--- config.mk ---
export PLATFORM = sky130hd
export DESIGN_NAME = timers_capture_pwm_watchdog
export DESIGN_NICKNAME = d
export VERILOG_FILES = /design/src/timers_pkg.sv /design/src/timers_capture_pwm_watchdog.sv
export SDC_FILE = /design/constraint.sdc
export NUM_CORES = 2
export LEC_CHECK = 0
export BUFFER_PORTS_ARGS = -buffer_cell sky130_fd_sc_hd__buf_2
export CORE_MARGIN = 3
export CORE_UTILIZATION = 60
export DETAILED_ROUTE_END_ITERATION = 8
export PLACE_DENSITY = 0.8
export SYNTH_ARGS = -nofsm -noshare
export SYNTH_HDL_FRONTEND = slang
export SYNTH_SLANG_ARGS = --single-unit
--- constraint.sdc ---
create_clock -name sys_clk_i -period 39.7 [get_ports sys_clk_i]
set_input_delay 7.94 -clock sys_clk_i [delete_from_list [all_inputs] [get_ports sys_clk_i]]
set_output_delay 7.94 -clock sys_clk_i [all_outputs]
set_load 0.02 [all_outputs]
--- src/timers_pkg.sv ---
// Register map, field positions and reset values for the timer subsystem
package timers_pkg;
  // 24-bit timer registers
  localparam logic [7:0] T24_CTRL_ADDR = 8'h00;
  localparam logic [7:0] T24_CNT_ADDR = 8'h04;
  localparam logic [7:0] T24_CMP0_ADDR = 8'h08;
  localparam logic [7:0] T24_CMP1_ADDR = 8'h0c;
  localparam logic [7:0] T24_CAP0_ADDR = 8'h10;
  localparam logic [7:0] T24_CAP1_ADDR = 8'h14;
  localparam logic [7:0] T24_STAT_ADDR = 8'h18;
  // PWM timers: base plus stride times index, word offsets inside
  localparam logic [1:0] PWM_BLK_SEL = 2'h1;
  localparam logic [1:0] PWM_CTRL_OFS = 2'h0;
  localparam logic [1:0] PWM_CMP0_OFS = 2'h1;
  localparam logic [1:0] PWM_CMP1_OFS = 2'h2;
  localparam logic [1:0] PWM_STAT_OFS = 2'h3;
  // Watchdog registers
  localparam logic [7:0] WD_CTRL_ADDR = 8'h80;
  localparam logic [7:0] WD_KEY_ADDR = 8'h84;
  localparam logic [7:0] WD_STAT_ADDR = 8'h88;
  // Control field positions; enable and prescale shared by both timer kinds
  localparam int EN_BIT = 0;
  localparam int PRE_LSB = 8;
  localparam int E0_LSB = 16;
  localparam int E1_LSB = 18;
  localparam int UPD_LSB = 20;
  localparam int T24_IE_LSB = 22;
  localparam int RSRC_LSB = 16;
  localparam int SWRST_BIT = 18;
  localparam int ACT0_LSB = 19;
  localparam int ACT1_LSB = 21;
  localparam int GPIO_BIT = 23;
  localparam int PWM_IE_LSB = 24;
  localparam int PWM_UPD_LSB = 27;
  // Writable bits of each control word; the rest read as zero
  localparam logic [31:0] T24_CTRL_MASK = 32'h07ffff01;
  localparam logic [31:0] PWM_CTRL_MASK = 32'h1ffbff01;
  // Values after reset
  localparam logic [31:0] CTRL_RST = 32'h00000000;
  localparam logic [23:0] CMP24_RST = 24'hffffff;
  localparam logic [15:0] CMP16_RST = 16'hffff;
  // Shadow update modes
  localparam logic [1:0] UPD_NOW = 2'h0;
  localparam logic [1:0] UPD_OWN = 2'h1;
  localparam logic [1:0] UPD_ANY = 2'h2;
  // Counter reset sources
  localparam logic [1:0] RSRC_ROLL = 2'h0;
  localparam logic [1:0] RSRC_CMP = 2'h1;
  // Pin actions
  localparam logic [1:0] ACT_KEEP = 2'h0;
  localparam logic [1:0] ACT_HIGH = 2'h1;
  localparam logic [1:0] ACT_LOW = 2'h2;
  localparam logic [1:0] ACT_TOGGLE = 2'h3;
endpackage
--- src/timers_capture_pwm_watchdog.sv ---
// Capture/compare timer, four PWM timers and a watchdog behind a register port
//
// Overview of operation
// - One 24-bit up-counter on interface clock
// - 8-bit prescaler divides the 24-bit counter clock
// - Two compare registers, each match can interrupt
// - Compare writes shadowed, applied after match per mode
// - Capture edge select: rising, falling or both
// - Capture copies counter into its capture register
// - Overflow, two captures, two matches: separately enabled
// - Four 16-bit PWM counters, each 8-bit prescaler
// - Two PWM compares make set and unset events
// - PWM compare writes shadowed until match
// - PWM counter reset: rollover, compare or software
// - PWM overflow and two matches, separately enabled
// - Match drives pin high, low, toggle or keep
// - Pin level readable, pin usable as input
// - Watchdog counts low-speed oscillator ticks only
// - Watchdog expiry asserts processor reset
// - Watchdog starts disabled, software cannot disable
// - Half-timeout status flag for the watchdog
//
// Implementation choices: the plain strobed port and the address map.
`timescale 1ns/10ps
module timers_capture_pwm_watchdog
  import timers_pkg::*;
#(
  parameter int NPWM = 4,
  parameter int WD_W = 16,
  parameter logic [WD_W-1:0] WD_LIMIT = 16'hffff
) (
  // Clock and reset
  input wire logic sys_clk_i,
  input wire logic rst_i,
  // Register port
  input wire logic [7:0] addr_i,
  input wire logic [31:0] wdata_i,
  input wire logic we_i,
  input wire logic re_i,
  output logic [31:0] rdata_o,
  // Capture pins
  input wire logic capture_pin_zero_i,
  input wire logic capture_pin_one_i,
  // PWM pins
  input wire logic [NPWM-1:0] pwm_i,
  output logic [NPWM-1:0] pwm_o,
  output logic [NPWM-1:0] pwm_oe_o,
  // Interrupt lines
  output logic t24_irq_o,
  output logic [NPWM-1:0] pwm_irq_o,
  // Watchdog
  input wire logic wd_osc_i,
  output logic wd_rst_o
);

  ////////////////////////////////////////////////////////////////////////////
  typedef struct packed {
    logic [31:0] ctrl;
    logic [7:0] pre;
    logic [15:0] cnt;
    logic [15:0] act0;
    logic [15:0] act1;
    logic [15:0] sh0;
    logic [15:0] sh1;
    logic ld0;
    logic ld1;
    logic [2:0] flg;
    logic out;
    logic [1:0] pin_s;
  } pwm_t;

  typedef struct packed {
    logic [31:0] ctrl;
    logic [7:0] pre;
    logic [23:0] cnt;
    logic [23:0] act0;
    logic [23:0] act1;
    logic [23:0] sh0;
    logic [23:0] sh1;
    logic ld0;
    logic ld1;
    logic [23:0] cap0;
    logic [23:0] cap1;
    logic [4:0] flg;
    logic [2:0] cs0;
    logic [2:0] cs1;
    pwm_t [NPWM-1:0] pwm;
    logic wd_en;
    logic [WD_W-1:0] wd_cnt;
    logic wd_half;
    logic wd_rst;
    logic [2:0] wd_s;
    logic [31:0] rdata;
  } state_t;

  state_t q;
  state_t d;

  ////////////////////////////////////////////////////////////////////////////
  function automatic logic edge_hit(input logic [1:0] mode, input logic cur,
                                    input logic prev);
    return (mode[0] & cur & ~prev) | (mode[1] & ~cur & prev);
  endfunction

  function automatic logic pin_act(input logic [1:0] a, input logic v);
    logic r;
    r = v;
    case (a)
      ACT_KEEP: r = v;
      ACT_HIGH: r = 1'b1;
      ACT_LOW: r = 1'b0;
      ACT_TOGGLE: r = ~v;
      default: r = v;
    endcase
    return r;
  endfunction

  ////////////////////////////////////////////////////////////////////////////
  always_comb begin
    logic tk;
    logic m0;
    logic m1;
    logic ov;
    logic c0;
    logic c1;
    logic sel;
    logic [1:0] upd;
    logic [31:0] stat;
    tk = 1'b0;
    m0 = 1'b0;
    m1 = 1'b0;
    ov = 1'b0;
    c0 = 1'b0;
    c1 = 1'b0;
    sel = 1'b0;
    upd = 2'h0;
    stat = 32'h0;
    d = q;

    // 24-bit timer prescaler and counter
    // Reaching or passing the limit ticks, so a smaller prescale takes hold at once
    if (q.ctrl[EN_BIT]) begin
      if (q.pre >= q.ctrl[PRE_LSB +: 8]) begin
        d.pre = 8'h00;
        tk = 1'b1;
      end else begin
        d.pre = q.pre + 8'h01;
      end
    end else begin
      d.pre = 8'h00;
    end
    if (tk) begin
      d.cnt = q.cnt + 24'h000001;
    end
    ov = tk && (q.cnt == 24'hffffff);
    m0 = tk && (q.cnt == q.act0);
    m1 = tk && (q.cnt == q.act1);

    // Synchronise before edge detection; stages two and three feed the detector
    d.cs0 = {q.cs0[1], q.cs0[0], capture_pin_zero_i};
    d.cs1 = {q.cs1[1], q.cs1[0], capture_pin_one_i};
    c0 = edge_hit(q.ctrl[E0_LSB +: 2], q.cs0[1], q.cs0[2]);
    c1 = edge_hit(q.ctrl[E1_LSB +: 2], q.cs1[1], q.cs1[2]);
    if (c0) begin
      d.cap0 = q.cnt;
    end
    if (c1) begin
      d.cap1 = q.cnt;
    end

    // Pending shadow values move across after a match
    upd = q.ctrl[UPD_LSB +: 2];
    if (q.ld0 && ((m0 && upd == UPD_OWN) || ((m0 || m1) && upd == UPD_ANY))) begin
      d.act0 = q.sh0;
      d.ld0 = 1'b0;
    end
    if (q.ld1 && ((m1 && upd == UPD_OWN) || ((m0 || m1) && upd == UPD_ANY))) begin
      d.act1 = q.sh1;
      d.ld1 = 1'b0;
    end

    // Sticky flags: a write of one clears, a new event in the same cycle wins
    if (we_i && addr_i == T24_STAT_ADDR) begin
      d.flg = q.flg & ~wdata_i[4:0];
    end
    d.flg = d.flg | {m1, m0, c1, c0, ov};

    if (we_i) begin
      case (addr_i)
        T24_CTRL_ADDR: d.ctrl = wdata_i & T24_CTRL_MASK;
        T24_CMP0_ADDR: begin
          d.sh0 = wdata_i[23:0];
          d.ld0 = (upd != UPD_NOW);
          if (upd == UPD_NOW) begin
            d.act0 = wdata_i[23:0];
          end
        end
        T24_CMP1_ADDR: begin
          d.sh1 = wdata_i[23:0];
          d.ld1 = (upd != UPD_NOW);
          if (upd == UPD_NOW) begin
            d.act1 = wdata_i[23:0];
          end
        end
        default: ;
      endcase
    end

    //////////////////////////////////////////////////////////////////////////
    // PWM timers
    for (int i = 0; i < NPWM; i++) begin
      tk = 1'b0;
      sel = we_i && addr_i[7:6] == PWM_BLK_SEL && addr_i[5:4] == i[1:0];
      d.pwm[i].pin_s = {q.pwm[i].pin_s[0], pwm_i[i]};
      if (q.pwm[i].ctrl[EN_BIT]) begin
        if (q.pwm[i].pre >= q.pwm[i].ctrl[PRE_LSB +: 8]) begin
          d.pwm[i].pre = 8'h00;
          tk = 1'b1;
        end else begin
          d.pwm[i].pre = q.pwm[i].pre + 8'h01;
        end
      end else begin
        d.pwm[i].pre = 8'h00;
      end
      m0 = tk && (q.pwm[i].cnt == q.pwm[i].act0);
      m1 = tk && (q.pwm[i].cnt == q.pwm[i].act1);
      ov = 1'b0;
      if (tk) begin
        if (q.pwm[i].ctrl[RSRC_LSB +: 2] == RSRC_CMP && m1) begin
          d.pwm[i].cnt = 16'h0000;
        end else if (q.pwm[i].cnt != 16'hffff) begin
          d.pwm[i].cnt = q.pwm[i].cnt + 16'h0001;
        end else if (!q.pwm[i].ctrl[RSRC_LSB + 1]) begin
          // Rollover and compare sources wrap to zero here with overflow; software-only parks at the top until the reset bit is written
          d.pwm[i].cnt = 16'h0000;
          ov = 1'b1;
        end
      end
      if (m0) begin
        d.pwm[i].out = pin_act(q.pwm[i].ctrl[ACT0_LSB +: 2], q.pwm[i].out);
      end
      if (m1) begin
        // Unset event has the last word when both match at once
        d.pwm[i].out = pin_act(q.pwm[i].ctrl[ACT1_LSB +: 2], d.pwm[i].out);
      end
      upd = q.pwm[i].ctrl[PWM_UPD_LSB +: 2];
      if (q.pwm[i].ld0 && ((m0 && upd == UPD_OWN) || ((m0 || m1) && upd == UPD_ANY))) begin
        d.pwm[i].act0 = q.pwm[i].sh0;
        d.pwm[i].ld0 = 1'b0;
      end
      if (q.pwm[i].ld1 && ((m1 && upd == UPD_OWN) || ((m0 || m1) && upd == UPD_ANY))) begin
        d.pwm[i].act1 = q.pwm[i].sh1;
        d.pwm[i].ld1 = 1'b0;
      end
      if (sel && addr_i[3:2] == PWM_STAT_OFS) begin
        d.pwm[i].flg = q.pwm[i].flg & ~wdata_i[2:0];
      end
      d.pwm[i].flg = d.pwm[i].flg | {m1, m0, ov};
      if (sel) begin
        case (addr_i[3:2])
          PWM_CTRL_OFS: begin
            d.pwm[i].ctrl = wdata_i & PWM_CTRL_MASK;
            if (wdata_i[SWRST_BIT]) begin
              d.pwm[i].cnt = 16'h0000;
              d.pwm[i].pre = 8'h00;
            end
          end
          PWM_CMP0_OFS: begin
            d.pwm[i].sh0 = wdata_i[15:0];
            d.pwm[i].ld0 = (upd != UPD_NOW);
            if (upd == UPD_NOW) begin
              d.pwm[i].act0 = wdata_i[15:0];
            end
          end
          PWM_CMP1_OFS: begin
            d.pwm[i].sh1 = wdata_i[15:0];
            d.pwm[i].ld1 = (upd != UPD_NOW);
            if (upd == UPD_NOW) begin
              d.pwm[i].act1 = wdata_i[15:0];
            end
          end
          default: ;
        endcase
      end
    end

    //////////////////////////////////////////////////////////////////////////
    // Watchdog: oscillator is slow, so its rising edge becomes a tick here
    d.wd_s = {q.wd_s[1], q.wd_s[0], wd_osc_i};
    tk = q.wd_s[1] & ~q.wd_s[2];
    if (we_i && addr_i == WD_CTRL_ADDR && wdata_i[0]) begin
      d.wd_en = 1'b1;
    end
    if (we_i && addr_i == WD_KEY_ADDR && wdata_i[0]) begin
      d.wd_cnt = '0;
      d.wd_half = 1'b0;
    end else if (q.wd_en && tk) begin
      if (q.wd_cnt == WD_LIMIT) begin
        d.wd_rst = 1'b1;
      end else begin
        d.wd_cnt = q.wd_cnt + 1'b1;
      end
      if (q.wd_cnt == (WD_LIMIT >> 1)) begin
        d.wd_half = 1'b1;
      end
    end

    //////////////////////////////////////////////////////////////////////////
    // Read data, valid in the cycle after the strobe only
    d.rdata = 32'h0;
    if (re_i) begin
      if (addr_i[7:6] == PWM_BLK_SEL && addr_i[5:4] < NPWM) begin
        for (int i = 0; i < NPWM; i++) begin
          if (addr_i[5:4] == i[1:0]) begin
            stat = {q.pwm[i].cnt, 12'h000, q.pwm[i].pin_s[1], q.pwm[i].flg};
            case (addr_i[3:2])
              PWM_CTRL_OFS: d.rdata = q.pwm[i].ctrl;
              PWM_CMP0_OFS: d.rdata = {16'h0000, q.pwm[i].act0};
              PWM_CMP1_OFS: d.rdata = {16'h0000, q.pwm[i].act1};
              PWM_STAT_OFS: d.rdata = stat;
              default: d.rdata = 32'h0;
            endcase
          end
        end
      end else begin
        case (addr_i)
          T24_CTRL_ADDR: d.rdata = q.ctrl;
          T24_CNT_ADDR: d.rdata = {8'h00, q.cnt};
          T24_CMP0_ADDR: d.rdata = {8'h00, q.act0};
          T24_CMP1_ADDR: d.rdata = {8'h00, q.act1};
          T24_CAP0_ADDR: d.rdata = {8'h00, q.cap0};
          T24_CAP1_ADDR: d.rdata = {8'h00, q.cap1};
          T24_STAT_ADDR: d.rdata = {27'h0, q.flg};
          WD_CTRL_ADDR: d.rdata = {31'h0, q.wd_en};
          WD_STAT_ADDR: d.rdata = {29'h0, q.wd_rst, q.wd_en, q.wd_half};
          default: d.rdata = 32'h0;
        endcase
      end
    end
  end

  ////////////////////////////////////////////////////////////////////////////
  always_ff @(posedge sys_clk_i or posedge rst_i) begin
    if (rst_i) begin
      q <= '0;
      q.act0 <= CMP24_RST;
      q.act1 <= CMP24_RST;
      q.ctrl <= CTRL_RST;
      for (int i = 0; i < NPWM; i++) begin
        q.pwm[i].act0 <= CMP16_RST;
        q.pwm[i].act1 <= CMP16_RST;
      end
    end else begin
      q <= d;
    end
  end

  ////////////////////////////////////////////////////////////////////////////
  always_comb begin
    rdata_o = q.rdata;
    wd_rst_o = q.wd_rst;
    t24_irq_o = |(q.flg & q.ctrl[T24_IE_LSB +: 5]);
    for (int i = 0; i < NPWM; i++) begin
      pwm_o[i] = q.pwm[i].out;
      pwm_oe_o[i] = ~q.pwm[i].ctrl[GPIO_BIT];
      pwm_irq_o[i] = |(q.pwm[i].flg & q.pwm[i].ctrl[PWM_IE_LSB +: 3]);
    end
  end

endmodule // timers_capture_pwm_watchdog

==> results by group <==
Timing
  – Max frequency: 88.8 MHz
  – Final Setup Violations: 0
  – Post-route setup TNS: 0 ns
  – RSZ-0062 raised after global routing: no
  – Tcrit/Tclk final: 28.4%
  – Slew Limit Fails: 0
  – Tmin final: 11.26 ns
  – Worst slew pin tran: 1.19 ns
  – Slew headroom: 20.5%
  – Hold WS: 0.347 ns
  – Hold Vio Cnt, Final: 0
  – Final Worst Setup Slack: 28.44 ns
  – Clock skew: 0.0382 ns

Place
  – Final HPWL DP: 78.5 mm
  – Setup WS pre-CTS: 27.61 ns
  – Post-placement cell area: 0.0390 mm2
  – GP Congestion: 0.992
  – # port buffers: 93

GRT
  – GR Util All Layers: 34.6%
  – Largest net degree at the start of global routing: 94
  – First-pass GRT wire length: 177 mm
  – Total grt overflow: 0
  – Initial antenna violation count: 5
  – Vias in the first global route: 28844

Drt
  – Vias after detailed routing: 30284
  – Drt pass-1 iters: 6
  – WL final: 117 mm
  – DR WL/cell: 26.0 um
  – Starting DRT DRC Count: 4186
  – ANT nets after route: 0
  – Drt via density: 6.72
  – Post-route DRC: 0

CTS
  – Worst skew pair latency: 0.64 ns
  – Clock sink total: 731
  – Clock slew at reported path FFs: 0.06 ns
  – Cts repair resizes: 0
  – Clk buf depth: 3
  – CTS tree: yes
  – H-tree Lvls: 3
  – Total CTS buffers: 78
  – Setup Buffers After CTS: 0
  – Root Driver: clkbuf_16
  – Post-CTS Hold Buffers: 0

Cells and area
  – Final net count: 3699
  – Layout cells sized above 1: 22.6%
  – Final instance area: 0.0416 mm2
  – Most frequent cells in the layout: dfrtp_1, nor2_1, a21oi_1, mux2_2, nand2_1
  – Area growth syn-to-layout: 7.92%
  – Commonest non-fill, non-tap cell in the layout: dfrtp_1

Die
  – Starting density of the core: 60.9%
  – Die H: 260 um
  – IO Pins: 97
  – Row count: 92
  – Die width: 260 um
  – Die area: 0.0674 mm2
  – Core area: 0.0633 mm2

Setup path
  – Reg2reg path depth: 10
  – CP Launch Type: primary input
  – CP endpoint kind: flop
  – Max incr delay on CP: 0.96 ns
  – CP max-delay cell: nor2_2
  – WP data required: 40.19 ns
  – Most common cell on crit path: nand2_1
  – Worst r2r src: q[142]$_DFF_PP0_
  – R2R Setup Slk: 36.56 ns
  – Crit path max fanout: 32
  – Crit path cell chain: buf_2 > inv_2 > nand2_1 > nor2_2 > nand2_1 > nor2_1 > a21oi_1
  – R2R Path End: q[125]$_DFF_PP1_
  – Critical Path AT: 11.75 ns
  – Setup CP Type: in -> reg

Synthesis
  – Syn Nets: 3811
  – Synth area leader: dfrtp_1
  – Mapped Cells: 3709
  – Synth Cell Area: 0.0386 mm2
  – EDFF count, synth: 0
  – Synth area leaders: dfrtp_1, dfstp_2, mux2_2, xor2_1, mux2i_1
  – Syn Area/Cell: 10.4 um2
  – Share of Yosys cell area claimed by the top area cell type: 36.0%
  – Yosys Warn Count: 0
  – Main synth FF type: dfrtp_1
  – Asr flop ratio synth: 100%
  – Seq/Total Area, Yosys: 48.0%
  – Distinct cells, synth: 82
  – Synth Register Bits: 731

Hold path
  – Hold Crit Depth: 0
  – Hold path start: d[311]$_DFF_PP0_
  – Worst Hold Class: reg -> reg
  – Hold endpoint: q[311]$_DFF_PP0_

Job
  – Max cap viols: 0

Pwr
  – Worst vdd ir: 0.0000334 V
  – PD cells: 45.4 mW/mm2
  – Final total power: 1.89 mW
  – Static leakage: 19.5 nW

Status
  – Status: complete, no violations
layout make-up:
cell class / instances / area [um2]
antenna: 1 / 2.50
sequential: 731 / 18500
inverter: 81 / 312
clock buffer: 117 / 2290
fill: 4827 / 21700
timing repair buffer: 146 / 866
tap: 846 / 1060
multi-input combinational: 2559 / 18200
clock inverter: 27 / 383
flip-flops by register name (all words and copies together), names as in the netlist:
name / flops
pwm_o: 4
wd_rst_o: 1
d: 10
q: 684
rdata_o: 32
cell usage after synthesis (9+ instances only):
cell type,number
a211oi_1,18
a21o_1,16
a21oi_1,313
a221oi_1,71
a222oi_1,10
a22o_1,10
a22oi_1,48
a311oi_1,9
a31o_2,11
a31oi_1,21
and2_1,24
and3_1,33
and4_1,11
buf_1,13
buf_2,61
buf_4,42
buf_6,17
clkbuf_1,203
dfrtp_1,555
dfstp_2,176
ha_1,51
inv_1,79
mux2_2,299
mux2i_1,187
mux4_2,22
nand2_1,269
nand2b_1,19
nand3_1,122
nand3b_1,29
nand4_1,38
nor2_1,332
nor3_1,33
nor4_1,46
nor4_2,12
o211ai_1,12
o21ai_0,117
o22ai_1,9
o31ai_1,13
or3_1,14
xnor2_1,24
xor2_1,220
metal layers:
metal / vias up / part of all wire [%] / GRT usage [%]
met5: - / 0.024 / 0
met4: 4 / 5.7 / 16.9
met3: 375 / 12 / 9.23
met2: 1831 / 42 / 50.2
met1: 15131 / 40 / 48.3
li1: 12943 / - / -
power by group:
part           leakage, nW  total [mW]  switching, mW  internal [mW]
sequential            9.02       0.896         0.0730          0.823
clock                 1.32       0.766          0.307          0.459
combinational         9.16       0.228          0.138         0.0901
logic make-up (layout without fill, tap and decap cells):
family                   after synthesis  in the layout  share of synthesized area (%)
adder cells (fa/ha/maj)               51             51                           1.65
multiplexers                         508            508                           14.9
buffers and inverters                419            371                           5.02
XOR/XNOR                             244            244                           5.54
other                                  0              1                              0
AND/OR/NAND/NOR                     1013           1013                           12.5
AO/OA/AOI/OAI                        743            743                           12.4
flip-flops                           731            731                           48.0
stage by stage:
stage,std cells,util [%]
floorplan,3709,-
global placement,4363,61.5
detailed placement,4363,61.5
CTS,4507,65.8
global route,4507,65.8
finish,4508,65.8
worst max-delay path by stage:
stage                          from                  to  slack (ns)  depth (start not counted)
after CTS                     rst_i    q[750]$_DFF_PP0_       28.25                          6
final                     addr_i[3]    q[243]$_DFF_PP1_       28.44                          7
after detailed placement      rst_i  q[592]$_DFFE_PP0P_       27.61                          6
after global placement        rst_i  q[594]$_DFFE_PP0P_       27.65                          6
after global routing          rst_i  q[617]$_DFFE_PP0P_       27.84                          6
after floorplan               rst_i    d[183]$_DFF_PP0_       11.54                          1
critical path: cells and delay by family:
family / cells / cell delay (ns)
AND/OR/NAND/NOR: 4 / 2.81
AO/OA/AOI/OAI: 1 / 0.08
buffers and inverters: 2 / 0.89
(Power assumes the default switching activity.)
